==> src/pkg/pm_pins_consts.vh <==
/*
  constants for the power-management pin block: function-select bit positions,
  timing figures and reset values.
  assumes a 200 MHz core clock and a single synchronous active-low reset.
*/
`ifndef PM_PINS_CONSTS_VH
`define PM_PINS_CONSTS_VH

// ----------------------------------------
// clock and timing
// ----------------------------------------
`define CLK_FREQ_HZ 200000000
`define CONTRAST_FREQ_HZ 1000
// counts for the 200 MHz clock: 1 kHz period, last count of the 2 Hz and 1 Hz half periods
`define CONTRAST_PERIOD_CYC 18'h30d40
`define CONTRAST_LAST 18'h30d3f
`define SQW_2HZ_LAST 28'h2faf07f
`define SQW_1HZ_LAST 28'h5f5e0ff
`define BACKLIGHT_PERIOD_CYC 18'h30d40
`define CNT_W 28
`define CONTRAST_CNT_W 18
`define DUTY_W 8
`define DUTY_FULL 8'hff

// ----------------------------------------
// output function-select bit positions (1 = dedicated function)
// ----------------------------------------
`define OSEL_W 12
`define OSEL_BUS_CLK_HALT 0
`define OSEL_SLOW 1
`define OSEL_APM 2
`define OSEL_SQW 3
`define OSEL_PWR0 4
`define OSEL_PWR1 5
`define OSEL_PWR2 6
`define OSEL_BACKLIGHT 7
`define OSEL_DISPLAY 8
`define OSEL_CONTRAST 9
`define OSEL_IN_STROBE 10
`define OSEL_OUT_STROBE 11

// ----------------------------------------
// input function-select bit positions (1 = dedicated function)
// ----------------------------------------
`define ISEL_W 14
`define ISEL_BUS_REQ 0
`define ISEL_FORCE_SUSP 1
`define ISEL_EXT_SW 2
`define ISEL_THERMAL 3
`define ISEL_AC 4
`define ISEL_SETUP 5
`define ISEL_EJECT 6
`define ISEL_DOCK 7
`define ISEL_HOTKEY 8
`define ISEL_GRAPHICS 9
`define ISEL_VEE 10
`define ISEL_BATT_FIRST 11
`define ISEL_BATT_LAST 12
`define ISEL_USB_OC 13

// ----------------------------------------
// event bit positions in the event pulse vector
// ----------------------------------------
`define EV_W 12
`define EV_BUS_REQ 0
`define EV_EXT_SW 1
`define EV_THERMAL 2
`define EV_AC 3
`define EV_SETUP 4
`define EV_EJECT 5
`define EV_DOCK 6
`define EV_HOTKEY 7
`define EV_GRAPHICS 8
`define EV_BATT_FIRST 9
`define EV_BATT_LAST 10
`define EV_USB_OC 11

// ----------------------------------------
// reset values, strobe length and strap counter steps
// ----------------------------------------
`define GPO_RESET 12'h000
`define OSEL_RESET 12'h000
`define ISEL_RESET 14'h0000
`define STROBE_LEN 4'h4
`define STRAP_TAKE 2'h2
`define STRAP_DONE 2'h3

`endif

==> src/verilog/pm_pin_signals_and_events.v <==
/*
  power-management pin block: dedicated-function or general-purpose muxing of the
  clock/power control outputs, waveform generators for square wave, backlight and
  contrast, event detection on the external inputs, and extended gpio pins.
  assumes all pin inputs are asynchronous to clk; the suspend/apm/power-removal sources are
  decided by the surrounding power-management logic and arrive as plain ports.
*/
`timescale 1ns/1ps
`include "pm_pins_consts.vh"

module pm_pin_signals_and_events
(
  // clock and reset
  input wire clk,
  input wire resetn,
  // configuration
  input wire [`OSEL_W-1:0] out_func_sel,
  input wire [`ISEL_W-1:0] in_func_sel,
  input wire [`OSEL_W-1:0] general_output,
  input wire sqw_select_1hz,
  input wire backlight_wave_en,
  input wire [`DUTY_W-1:0] backlight_duty,
  input wire [`DUTY_W-1:0] contrast_duty,
  input wire display_invert,
  input wire [11:0] gpio_dir_out,
  input wire [11:0] gpio_out_val,
  input wire [3:0] battery_select_val,
  input wire battery_select_en,
  input wire in_strobe_req,
  input wire out_strobe_req,
  // power-management state from the surrounding logic
  input wire bus_clock_stop_req,
  input wire suspend_active,
  input wire slow_req,
  input wire halt_cycle,
  input wire stop_grant_cycle,
  input wire [2:0] power_remove_req,
  input wire vga_timer_mode,
  // external pins
  input wire bus_request_event_n,
  input wire force_suspend_in,
  input wire external_switch_event,
  input wire thermal_event_n,
  input wire ac_adapter_present,
  input wire setup_switch_n,
  input wire eject_in,
  input wire dock_insert_n,
  input wire hot_key_event_n,
  input wire graphics_activity_n,
  input wire panel_backlight_vee_in,
  input wire battery_low_first_n,
  input wire battery_low_last_n,
  input wire [1:0] usb_overcurrent_n,
  input wire [11:0] gpio_in,
  // control outputs
  output reg bus_clock_halt_n,
  output reg suspend_status_to_northbridge_n,
  output reg clockgen_slow_request,
  output reg apm_state_indicator_n,
  output reg square_wave_out,
  output reg clockgen_power_remove_n,
  output reg power_remove_keep_dram,
  output reg power_remove_keep_suspend,
  output reg backlight_wave_out,
  output reg display_on_out,
  output reg contrast_out,
  output reg ext_input_latch_strobe_n,
  output reg ext_output_latch_strobe,
  // gpio pins 19:8 as output and enable
  output reg [11:0] gpio_out,
  output reg [11:0] gpio_oe,
  // status
  output reg [`EV_W-1:0] event_pulse,
  output reg [`ISEL_W-1:0] general_input,
  output reg force_suspend_req,
  output reg vga_timer_reload,
  output reg [3:0] suspend_resume_event,
  output reg [3:0] standby_wake_event,
  output reg atx_supply
);

// ----------------------------------------
// input synchronisers
// ----------------------------------------
localparam SYNC_W = 28;
wire [SYNC_W-1:0] raw_in;
reg [SYNC_W-1:0] sync1;
reg [SYNC_W-1:0] sync2;
reg [SYNC_W-1:0] sync3;
reg [1:0] strap_wait;

assign raw_in = {gpio_in, usb_overcurrent_n, battery_low_last_n, battery_low_first_n,
  panel_backlight_vee_in, graphics_activity_n, hot_key_event_n, dock_insert_n,
  eject_in, setup_switch_n, ac_adapter_present, thermal_event_n,
  external_switch_event, force_suspend_in, bus_request_event_n};

always @(posedge clk)
begin
  if (!resetn)
  begin
    sync1 <= {SYNC_W{1'b1}};
    sync2 <= {SYNC_W{1'b1}};
    sync3 <= {SYNC_W{1'b1}};
  end
  else
  begin
    sync1 <= raw_in;
    sync2 <= sync1;
    sync3 <= sync2;
  end
end

// synchronised levels, sync3 holds the previous value for edge finding
wire s_busreq_n = sync2[0];
wire s_force = sync2[1];
wire s_external_switch_event = sync2[2];
wire s_therm_n = sync2[3];
wire s_ac = sync2[4];
wire s_setup_n = sync2[5];
wire s_eject = sync2[6];
wire s_dock_n = sync2[7];
wire s_hot_n = sync2[8];
wire s_gfx_n = sync2[9];
wire s_vee = sync2[10];
wire s_bl1_n = sync2[11];
wire s_bl2_n = sync2[12];
wire [1:0] s_oc_n = sync2[14:13];
wire [11:0] s_gpio = sync2[26:15];
wire [11:0] p_gpio = sync3[26:15];

// asserted-edge finder: fall for low-active inputs, rise for high-active
function edge_on;
  input cur;
  input prev;
  input active_low;
  begin
    edge_on = active_low ? (prev & ~cur) : (cur & ~prev);
  end
endfunction

// ----------------------------------------
// event detection
// ----------------------------------------
reg [`EV_W-1:0] next_event;
always @*
begin
  next_event = {`EV_W{1'b0}};
  next_event[`EV_BUS_REQ] = in_func_sel[`ISEL_BUS_REQ] & edge_on(s_busreq_n, sync3[0], 1'b1);
  next_event[`EV_EXT_SW] = in_func_sel[`ISEL_EXT_SW] & edge_on(s_external_switch_event, sync3[2], 1'b0);
  next_event[`EV_THERMAL] = in_func_sel[`ISEL_THERMAL] & edge_on(s_therm_n, sync3[3], 1'b1);
  next_event[`EV_AC] = in_func_sel[`ISEL_AC] & (s_ac ^ sync3[4]);
  next_event[`EV_SETUP] = in_func_sel[`ISEL_SETUP] & edge_on(s_setup_n, sync3[5], 1'b1);
  next_event[`EV_EJECT] = in_func_sel[`ISEL_EJECT] & edge_on(s_eject, sync3[6], 1'b0);
  next_event[`EV_DOCK] = in_func_sel[`ISEL_DOCK] & edge_on(s_dock_n, sync3[7], 1'b1);
  next_event[`EV_HOTKEY] = in_func_sel[`ISEL_HOTKEY] & edge_on(s_hot_n, sync3[8], 1'b1);
  next_event[`EV_GRAPHICS] = in_func_sel[`ISEL_GRAPHICS] & ~vga_timer_mode
    & edge_on(s_gfx_n, sync3[9], 1'b1);
  next_event[`EV_BATT_FIRST] = in_func_sel[`ISEL_BATT_FIRST]
    & edge_on(s_bl1_n, sync3[11], 1'b1);
  next_event[`EV_BATT_LAST] = in_func_sel[`ISEL_BATT_LAST]
    & edge_on(s_bl2_n, sync3[12], 1'b1);
  next_event[`EV_USB_OC] = in_func_sel[`ISEL_USB_OC]
    & (edge_on(s_oc_n[0], sync3[13], 1'b1) | edge_on(s_oc_n[1], sync3[14], 1'b1));
end

// gpio input edges: 19:16 resume from suspend, 11:8 wake from standby
wire [11:0] gpio_edge;
genvar gi;
generate
  for (gi = 0; gi < 12; gi = gi + 1)
  begin : g_edge
    assign gpio_edge[gi] = ~gpio_dir_out[gi] & (s_gpio[gi] ^ p_gpio[gi]);
  end
endgenerate

always @(posedge clk)
begin
  if (!resetn)
  begin
    event_pulse <= {`EV_W{1'b0}};
    general_input <= {`ISEL_W{1'b0}};
    force_suspend_req <= 1'b0;
    vga_timer_reload <= 1'b0;
    suspend_resume_event <= 4'h0;
    standby_wake_event <= 4'h0;
  end
  else
  begin
    event_pulse <= next_event & {`EV_W{strap_wait == `STRAP_DONE}}; // hold off preset edges
    // general input bits read the pin level when the pin is not in its dedicated use
    general_input <= ~in_func_sel & {s_oc_n[0], s_bl2_n, s_bl1_n, s_vee, s_gfx_n, s_hot_n,
      s_dock_n, s_eject, s_setup_n, s_ac, s_therm_n, s_external_switch_event, s_force, s_busreq_n};
    force_suspend_req <= in_func_sel[`ISEL_FORCE_SUSP] & s_force;
    vga_timer_reload <= in_func_sel[`ISEL_GRAPHICS] & vga_timer_mode & ~s_gfx_n;
    suspend_resume_event <= gpio_edge[11:8] & {4{strap_wait == `STRAP_DONE}};
    standby_wake_event <= gpio_edge[3:0] & {4{strap_wait == `STRAP_DONE}};
  end
end

// ----------------------------------------
// power supply strap, taken once the synchronisers hold real pin levels
// ----------------------------------------
always @(posedge clk)
begin
  if (!resetn)
  begin
    strap_wait <= 2'h0;
    atx_supply <= 1'b0;
  end
  else if (strap_wait != `STRAP_DONE)
  begin
    strap_wait <= strap_wait + 2'h1;
    if (strap_wait == `STRAP_TAKE)
      atx_supply <= ~s_gpio[5];
  end
end

// ----------------------------------------
// square wave divider
// ----------------------------------------
reg [`CNT_W-1:0] sqw_cnt;
reg sqw_level;
wire [`CNT_W-1:0] sqw_last = sqw_select_1hz ? `SQW_1HZ_LAST : `SQW_2HZ_LAST;

always @(posedge clk)
begin
  if (!resetn)
  begin
    sqw_cnt <= {`CNT_W{1'b0}};
    sqw_level <= 1'b0;
  end
  else if (sqw_cnt >= sqw_last)
  begin
    sqw_cnt <= {`CNT_W{1'b0}};
    sqw_level <= ~sqw_level;
  end
  else
    sqw_cnt <= sqw_cnt + 1'b1;
end

// ----------------------------------------
// 1 kHz period counter shared by contrast and backlight
// ----------------------------------------
reg [`CONTRAST_CNT_W-1:0] pwm_cnt;
wire [`CONTRAST_CNT_W+`DUTY_W-1:0] contrast_thr;
wire [`CONTRAST_CNT_W+`DUTY_W-1:0] backlight_thr;
assign contrast_thr = contrast_duty * `CONTRAST_PERIOD_CYC / `DUTY_FULL;
assign backlight_thr = backlight_duty * `BACKLIGHT_PERIOD_CYC / `DUTY_FULL;

always @(posedge clk)
begin
  if (!resetn)
    pwm_cnt <= {`CONTRAST_CNT_W{1'b0}};
  else if (pwm_cnt == `CONTRAST_LAST)
    pwm_cnt <= {`CONTRAST_CNT_W{1'b0}};
  else
    pwm_cnt <= pwm_cnt + 1'b1;
end

// ----------------------------------------
// latch strobes
// ----------------------------------------
reg [3:0] in_strobe_cnt;
reg [3:0] out_strobe_cnt;
always @(posedge clk)
begin
  if (!resetn)
  begin
    in_strobe_cnt <= 4'h0;
    out_strobe_cnt <= 4'h0;
  end
  else
  begin
    if (in_strobe_req)
      in_strobe_cnt <= `STROBE_LEN;
    else if (in_strobe_cnt != 4'h0)
      in_strobe_cnt <= in_strobe_cnt - 4'h1;
    if (out_strobe_req)
      out_strobe_cnt <= `STROBE_LEN;
    else if (out_strobe_cnt != 4'h0)
      out_strobe_cnt <= out_strobe_cnt - 4'h1;
  end
end

// ----------------------------------------
// output muxing
// ----------------------------------------
always @(posedge clk)
begin
  if (!resetn)
  begin
    bus_clock_halt_n <= 1'b1;
    suspend_status_to_northbridge_n <= 1'b1;
    clockgen_slow_request <= 1'b0;
    apm_state_indicator_n <= 1'b1;
    square_wave_out <= 1'b0;
    clockgen_power_remove_n <= 1'b1;
    power_remove_keep_dram <= 1'b0;
    power_remove_keep_suspend <= 1'b0;
    backlight_wave_out <= 1'b0;
    display_on_out <= 1'b0;
    contrast_out <= 1'b0;
    ext_input_latch_strobe_n <= 1'b1;
    ext_output_latch_strobe <= 1'b0;
    gpio_out <= 12'h000;
    gpio_oe <= 12'h000;
  end
  else
  begin
    bus_clock_halt_n <= out_func_sel[`OSEL_BUS_CLK_HALT] ? ~bus_clock_stop_req
      : general_output[`OSEL_BUS_CLK_HALT];
    suspend_status_to_northbridge_n <= ~suspend_active;
    clockgen_slow_request <= out_func_sel[`OSEL_SLOW] ? slow_req
      : general_output[`OSEL_SLOW];
    apm_state_indicator_n <= out_func_sel[`OSEL_APM] ? ~(halt_cycle | stop_grant_cycle)
      : general_output[`OSEL_APM];
    square_wave_out <= out_func_sel[`OSEL_SQW] ? sqw_level : general_output[`OSEL_SQW];
    clockgen_power_remove_n <= out_func_sel[`OSEL_PWR0] ? ~power_remove_req[0]
      : general_output[`OSEL_PWR0];
    power_remove_keep_dram <= out_func_sel[`OSEL_PWR1] ? power_remove_req[1]
      : general_output[`OSEL_PWR1];
    power_remove_keep_suspend <= out_func_sel[`OSEL_PWR2] ? power_remove_req[2]
      : general_output[`OSEL_PWR2];
    backlight_wave_out <= out_func_sel[`OSEL_BACKLIGHT]
      ? (backlight_wave_en & s_vee & (pwm_cnt < backlight_thr))
      : general_output[`OSEL_BACKLIGHT];
    display_on_out <= out_func_sel[`OSEL_DISPLAY] ? (s_vee ^ display_invert)
      : general_output[`OSEL_DISPLAY];
    contrast_out <= out_func_sel[`OSEL_CONTRAST] ? (pwm_cnt < contrast_thr)
      : general_output[`OSEL_CONTRAST];
    ext_input_latch_strobe_n <= out_func_sel[`OSEL_IN_STROBE] ? (in_strobe_cnt == 4'h0)
      : general_output[`OSEL_IN_STROBE];
    ext_output_latch_strobe <= out_func_sel[`OSEL_OUT_STROBE] ? (out_strobe_cnt != 4'h0)
      : general_output[`OSEL_OUT_STROBE];
    // gpio 15:12 carry battery select when enabled
    gpio_out <= battery_select_en ? {gpio_out_val[11:8], battery_select_val, gpio_out_val[3:0]}
      : gpio_out_val;
    gpio_oe <= battery_select_en ? {gpio_dir_out[11:8], 4'hf, gpio_dir_out[3:0]}
      : gpio_dir_out;
  end
end

endmodule

==> config.mk <==
export PLATFORM = sky130hd
export DESIGN_NAME = pm_pin_signals_and_events
export DESIGN_NICKNAME = d
export VERILOG_FILES = /design/src/verilog/pm_pin_signals_and_events.v
export VERILOG_INCLUDE_DIRS = /design/src /design/src/pkg
export SDC_FILE = /design/constraint.sdc
export NUM_CORES = 1
export LEC_CHECK = 0
export ABC_CLOCK_PERIOD_IN_PS = 60700
export BUFFER_PORTS_ARGS = -buffer_cell sky130_fd_sc_hd__buf_2
export CORE_MARGIN = 5
export CORE_UTILIZATION = 60
export CTS_BUF_LIST = sky130_fd_sc_hd__clkbuf_8
export CTS_CLUSTER_DIAMETER = 30
export DETAILED_ROUTE_END_ITERATION = 16
export PLACE_DENSITY = 0.85
export RECOVER_POWER = 50
export SKIP_LAST_GASP = 1
export SLEW_MARGIN = 40
export SYNTH_ARGS = -nofsm -noshare
export SYNTH_HDL_FRONTEND = slang
export SYNTH_SLANG_ARGS = --single-unit
==> constraint.sdc <==
create_clock -name clk -period 60.7 [get_ports clk]
set_input_delay 9.105 -clock clk [delete_from_list [all_inputs] [get_ports clk]]
set_output_delay 9.105 -clock clk [all_outputs]
set_load 0.03 [all_outputs]
# After elaboration in Yosys (flattened, before gate mapping)
# Index checks and enable logic that the tools add are counted.
[classes]
addsub = 5
muxes = 19
order_cmp = 3
n_eq_ne = 4
bitwise_logic = 83
reduce_logical = 10
div = 2
n_mul = 2
[op_table]
columns = ["operator", "count"]
rows = [
  ["26-bit by 8-bit divider with 26-bit output (second input constant)", 2],
  ["18-bit by 26-bit < comparator with 1-bit output", 2],
  ["8-bit by 12-bit multiplier with 20-bit output (second input constant)", 2],
  ["1-bit bitwise AND", 38],
  ["28-bit by 1-bit adder with 28-bit output (second input constant)", 1],
  ["28-bit by 27-bit greater-or-equal comparator with 1-bit output", 1],
  ["1-bit inverter", 28],
  ["27-bit 2-to-1 mux", 1],
  ["18-bit by 1-bit adder with 18-bit output (second input constant)", 1],
  ["18-bit equality test (second input constant)", 1],
  ["8-bit 2-to-1 mux", 2],
  ["14-bit bitwise AND", 1],
  ["14-bit inverter", 1],
  ["12-bit bitwise AND", 1],
  ["1-bit 2-to-1 mux", 12],
  ["3-bit 2-to-1 mux", 4],
  ["1-bit XOR", 10],
  ["4-bit bitwise AND", 2],
  ["4-bit nonzero test", 2],
  ["2-bit OR reduction", 4],
  ["4-bit by 1-bit subtractor with 4-bit output (second input constant)", 2],
  ["2-bit equality test (second input constant)", 2],
  ["4-bit logical NOT", 1],
  ["2-bit nonzero test", 2],
  ["other kinds (4)", 5],
]
[word_totals]
regBits = 212
in_bits = 126
word_cells = 161

# Depth between registers and ports, before layout
# Gate-level depths: netlist (run 1).
[logic_depth]
word_depth = 5
mapped_depth = 102
mapped_depth_nobuf = 92

# Least setup slack after synthesis (run 1)
# No wires, ideal clock.
[synth_path]
kind = "input-to-reg"
from = "in contrast_duty[2]"
to = "reg contrast_out"
setup_slack_ns = 31.624
n_path_buf = 6
path_stages = 94
required_ns = 60.566
arrival_time_ns = 28.941
path_cell_list = "ha_1 -> ha_1 -> inv_1 -> fa_1 -> inv_1 -> fa_1 -> ha_1 -> xnor2_1 -> or4b_1 -> or3_1 -> a21oi_2 -> and3_4 -> a211oi_2 -> a221oi_2 -> nor2_1 -> or4_1 -> buf_2 -> o31ai_4 -> (+58 left out) -> or3_1 -> buf_4 -> xnor2_1 -> ha_1 -> o21ai_0 -> a21oi_1 -> nand2_1 -> nor3_2 -> ha_1 -> o21ai_0 -> nor3_1 -> nor2_1 -> nor2_1 -> nand4_1 -> nor3_1 -> o221ai_1 -> a2111oi_0 -> a211oi_1"
[synth_via]
elab_chain_len = 4
[synth_lines]
columns = ["element", "line", "rtl"]
rows = [
  ["from (decl)", "pm_pin_signals_and_events.v:23", "input wire [`DUTY_W-1:0] contrast_duty,"],
  ["8-bit by 12-bit multiplier with 20-bit output (no source line)", "-", ""],
  ["26-bit by 8-bit divider with 26-bit output (no source line)", "-", ""],
  ["18-bit by 26-bit < comparator with 1-bit output", "pm_pin_signals_and_events.v:329", "contrast_out <= out_func_sel[`OSEL_CONTRAST] ? (pwm_cnt < contrast_thr)"],
  ["1-bit 2-to-1 mux", "pm_pin_signals_and_events.v:329", ""],
  ["to (signal assigned)", "pm_pin_signals_and_events.v:329", ""],
  ["to (decl)", "pm_pin_signals_and_events.v:66", "output reg contrast_out,"],
]
# Every way passes these cells.
# A chain may end at the register's enable or synchronous reset.

# Worst setup path after layout (run 1)
[layout_path]
from = "in contrast_duty[1]"
to = "reg contrast_out"
# The elaborated chain is that of the path after synthesis.

==> out/qor.txt, run 1 <==
Clock Root Buffer = clkbuf_8
critical path type = input pin to flop
Layout fillers = 3727
Hold Crit Class = flop to flop
Req. time, crit path = 61020 ps
largest net degree at the start of global routing = 81
max-cap violations = 2
clock buffer depth = 2
Tmin final = 33530 ps
1st-iter DRT viols = 2573
GRT overflow = 0
I/O Buffers = 196
Finished Layout Cells = 4036
nature of the critical path startpoint = input pin
WP buf/inv = 12
Mean Syn Cell Area = 7.62 sq um
CTS tree = done
most common cell after layout, fill and taps aside = nor2_1
Seq/Total Area, Yosys = 15.6%
failing checks = capacitance limit, slew limit
first-pass GRT wire length = 116000 um
setup bufs post-CTS = 0
Post-synth EDFFs = 0
CTS sink cnt = 200
Area growth, synth to finish = 6.69%
Die H = 217 um
Ys Warns = 0
Post-Synthesis Cells = 3373
placed instance count = 4002
crit path DAT = 33850 ps
H-tree level count = 4
Core Rows = 75
max-slew violation count = 116
vias in the first global route = 23987
Design Area, Final = 27400 sq um
Starting Density = 61.0%
Worst Clk Skew = 10.4 ps
post-detail-place hpwl = 57100 um
Synth Net Count = 3692
f_max = 29.8 MHz
most frequent cells in the layout = 336 x nor2_1, 252 x nand2_1, 200 x dfxtp_1
Slew HR = -112%
die area = 47100 sq um
RSZ-0062 raised after global routing = no
share of layout cells above drive strength 1 = 13.8%
Die X-Extent = 217 um
Routed WL = 72100 um
Post-synth ARST share = 0%
crit end category = flop
GRT Resource Usage Total = 28.3%
final worst path period share = 55.2%
Worst-path clk slew = 100 ps
vias = 26587
status = complete, but fails checks
DRC Markers = 0
Crit-path slowest cell = or4_1
ANT nets after route = 0
mapped cell area = 25700 sq um
post-CTS resize count = 0
total negative slack = 0 ps
post-layout utilization of the core = 65.1%
Synth Flop Type = dfxtp_1
ant diodes = 0
Post-DP Area = 26900 sq um
Slew @ Worst Pin = 3180 ps
initial antenna violation count = 0
Clock Latency Late Sink = 460 ps
delay-heaviest family, CP = compound AO/OA/AOI/OAI gates
Core ar. = 42100 sq um
synthesized flop and latch total = 200
routed length per placed instance = 17.9 um
CTS buffer count = 17
CP peak stage delay = 740 ps
Routability Congestion = 0.955
crit path max fanout = 16
Synth cell types = 152
IO Count = 200
layout net count = 3803
final setup vio count = 0
drt first pass iters = 8
CTS hold repair buffers = 0
Via density = 6.59
Final Hold Fails = 0
## cells by family (layout without fill, tap and decap cells)
logic type | after synthesis | in the layout | share of synthesized area (%)
AO/OA/AOI/OAI | 964 | 964 | 28.4
flip-flops | 200 | 200 | 15.6
AND/OR/NAND/NOR | 1476 | 1476 | 30.7
multiplexers | 95 | 95 | 4.08
XOR/XNOR | 201 | 201 | 7.06
adder cells (fa/ha/maj) | 194 | 194 | 10.1
buffers and inverters | 243 | 367 | 4.04
## path summary, 6_finish.rpt
path | start | endpoint | slack (ps) | cells after the start
max | contrast_duty[1] | contrast_out$_SDFF_PN0_ | 27170 | 88
min | sync3[2]$_SDFF_PN1_ | event_pulse[1]$_SDFF_PN0_ | 400 | 1
max reg2reg | pwm_cnt[3]$_SDFF_PP0_ | backlight_wave_out$_SDFF_PN0_ | 57480 | 17
min reg2reg | sync3[2]$_SDFF_PN1_ | event_pulse[1]$_SDFF_PN0_ | 400 | 1
## synthesized netlist by cell type, types with 63 or more instances
master	n	area (sq um)
a21oi_1	178	891
and2_1	68	425
dfxtp_1	200	4000
ha_1	169	2110
inv_1	112	420
nand2_1	254	953
nand2b_1	104	651
nand3_1	141	706
nor2_1	336	1260
nor3_1	138	691
o21ai_0	126	631
xnor2_1	132	1160
xor2_1	63	552
## area by class of cell
cell class                      instances  area (sq um)  share of cell area, %
Clock inverter                         13           189                  0.689
Timing Repair Buffer                  208          1050                   3.82
Sequential cell                       200          4000                   14.6
Clock buffer                           19           262                  0.953
Tap cell                              539           674                   2.46
Multi-Input combinational cell       2930         20800                   75.7
Inverter                              127           479                   1.75
## sequential cells by signal, indices dropped and copies added (netlist names), 2 cells and up
signal / cells
gpio_oe: 12
gpio_out: 12
general_input: 14
standby_wake_event: 4
pwm_cnt: 18
event_pulse: 12
strap_wait: 2
sqw_cnt: 28
suspend_resume_event: 4
out_strobe_cnt: 4
in_strobe_cnt: 4
sync2: 24
sync1: 24
sync3: 21
## metrics by stage
stage                     hold WS (ps)  setup slack, ps
final                              400            27170
after global routing               412            25590
after CTS                          405            27690
after detailed placement           383            27250
after global placement             381            27060
after floorplan                    373            31620
## layer usage
metal	up-vias	wire length, um	share of wire [%]	GRT usage, %
li1	12995	-	-	-
met1	12401	31500	44	37.9
met2	1047	34800	48	49.2
met3	144	4170	5.8	2.89
met4	0	1740	2.4	7.33
met5	-	0	0	0
Power of run 1 is left out: the tool's default activity adds up to more than one toggle a clock period on the data nets, which glitch-free logic cannot reach.
==> run 2, diff against run 1 <==
ABC_CLOCK_PERIOD_IN_PS = 29100   (was 60700)
CORE_UTILIZATION = 58   (was 60)
PLACE_DENSITY = 0.86   (was 0.85)
clock period = 29.1 ns   (was 60.7 ns; I/O delays follow)
==> out/qor.txt, run 2 (synthesized netlist as in run 1, its figures left out) <==
critical path type = input pin to flop
Req. time, crit path = 29400 ps (-31620 ps)
Tmin final = 27740 ps
CTS hold repair buffers = 0 (unchanged)
Worst-path clk slew = 110 ps (about the same)
Worst R2R Start = pwm_cnt[3]$_SDFF_PP0_
drt first pass iters = 6 (-2)
vias = 27007 (+1.6%)
DRC Markers = 0 (unchanged)
1st-iter DRT viols = 2677 (+4.0%)
routed length per placed instance = 17.5 um (-2.3%)
I/O Buffers = 196 (unchanged)
Area growth, synth to finish = 7.38%
Worst Clk Skew = 18.1 ps (+7.69 ps)
f_max = 36.1 MHz
crit path launch = backlight_duty[2]
CP peak stage delay = 750 ps (about the same)
vias in the first global route = 23608 (-1.6%)
clock buffer depth = 2 (unchanged)
Die H = 221 um (+1.6%)
ANT nets after route = 0 (unchanged)
Hold Crit Class = flop to flop
GRT Resource Usage Total = 27.3% (-1.0 points)
GRT overflow = 0 (unchanged)
Routability Congestion = 0.969 (+1.5%)
max-cap violations = 2 (unchanged)
Slew @ Worst Pin = 2210 ps (-969 ps)
most frequent cells in the layout = 334 x nor2_1, 253 x nand2_1, 200 x dfxtp_1
Routed WL = 71700 um (-0.66%)
most common cell after layout, fill and taps aside = nor2_1
Hold Worst Slack = 395 ps (-5.02 ps)
Core Rows = 77 (+2.7%)
failing checks = capacitance limit, slew limit
biggest regs = sqw_cnt: 28 flops, sync1: 24 flops, sync2: 24 flops
crit end category = flop
Clock Root Buffer = clkbuf_8
H-tree level count = 4 (unchanged)
max-slew violation count = 105 (-9.5%)
worst hold start = sync3[6]$_SDFF_PN1_
first-pass GRT wire length = 115000 um (-1.4%)
crit path max fanout = 16 (unchanged)
share of layout cells above drive strength 1 = 13.7% (-0.026 points)
die area = 48600 sq um (+3.3%)
Starting Density = 58.4% (-2.6 points)
CTS sink cnt = 200 (unchanged)
number of flip-flops in the largest register = 28 (unchanged)
Slew HR = -47.2% (+65 points)
Clock Latency Late Sink = 480 ps (+20 ps)
crit path DAT = 28040 ps (-5810 ps)
final setup vio count = 0 (unchanged)
Final Hold Fails = 0 (unchanged)
initial antenna violation count = 1 (+1)
IO Count = 200 (unchanged)
Die X-Extent = 221 um (+1.6%)
largest net degree at the start of global routing = 57 (-30%)
Core ar. = 44000 sq um (+4.5%)
most used cell, CP = ha_1
nature of the critical path startpoint = input pin
post-detail-place hpwl = 56400 um (-1.3%)
Design Area, Final = 27600 sq um (+0.65%)
status = complete, but fails checks
largest register by flop count = sqw_cnt
CTS buffer count = 17 (unchanged)
Post-DP Area = 27100 sq um (+0.57%)
Crit-path slowest cell = or4_1
final worst path period share = 95.3%
Via density = 6.58 (-0.10%)
Layout fillers = 3890 (+4.4%)
layout net count = 3817 (+0.37%)
CTS tree = done
## run 2: cell types whose count changed in the layout (fill, tap and decap cells not counted), sizes merged
cell | before | now
buf | 196 | 198
bufinv | 3 | 1
clkbuf | 31 | 42
clkinv | 8 | 7
diode | 0 | 1
inv | 128 | 132
## run 2: metal layers
metal,routed length [um],GRT usage [%],part of all wire (%),vias to the layer above
li1,-,-,-,13025
met1,30700,36.9,43,12636
met2,34100,46.1,48,1165
met3,4870,3.38,6.8,181
met4,1990,7.46,2.8,0
met5,0,0,0,-
## run 2: layout make-up
type / count / area (sq um) / share of cell area, %
sequential: 200 / 4000 / 14.5
clock buffer: 18 / 248 / 0.897
tap: 592 / 741 / 2.68
inverter: 127 / 480 / 1.74
timing repair buffer: 222 / 1140 / 4.14
antenna: 1 / 2.50 / 0.00906
multi-input combinational: 2930 / 20800 / 75.5
clock inverter: 14 / 158 / 0.571
## run 2: metrics by stage
step,cells,worst slack [ps],util [%],setup TNS (ps)
2_1_floorplan,3373,4760,-,0
3_3_place_gp,4068,1060,61.4,0
3_5_place_dp,4068,1040,61.5,0
4_1_cts,4100,1490,62.4,0
5_1_grt,4103,-58.7,62.7,-58.7
6_report,4104,1360,62.7,0
## run 2: final timing paths
kind / cells past startpoint / to / slack, ps
setup reg to reg: 17 / backlight_wave_out$_SDFF_PN0_ / 25840
hold / removal: 1 / event_pulse[5]$_SDFF_PN0_ / 400
setup / recovery: 85 / backlight_wave_out$_SDFF_PN0_ / 1360
hold reg to reg: 1 / event_pulse[5]$_SDFF_PN0_ / 400
## run 2: worst max-delay path: cells and delay by family
| kind | cells | cell delay (ps) |
|---|---|---|
| and+or+nand+nor | 27 | 8090 |
| muxes | 6 | 2060 |
| xor gates and xnor gates | 2 | 600 |
| AOI/OAI and AO/OA | 30 | 8230 |
| buffers and inverters | 11 | 1450 |
| adders and majority gates | 9 | 3240 |
## run 2: what timing repair did
item,CTS,global route
endpoints found under the hold margin,0,0
gates resized for setup,0,19
buffers inserted,0,2
endpoints found under the setup margin,0,2
Power of run 2 is left out for the same reason.
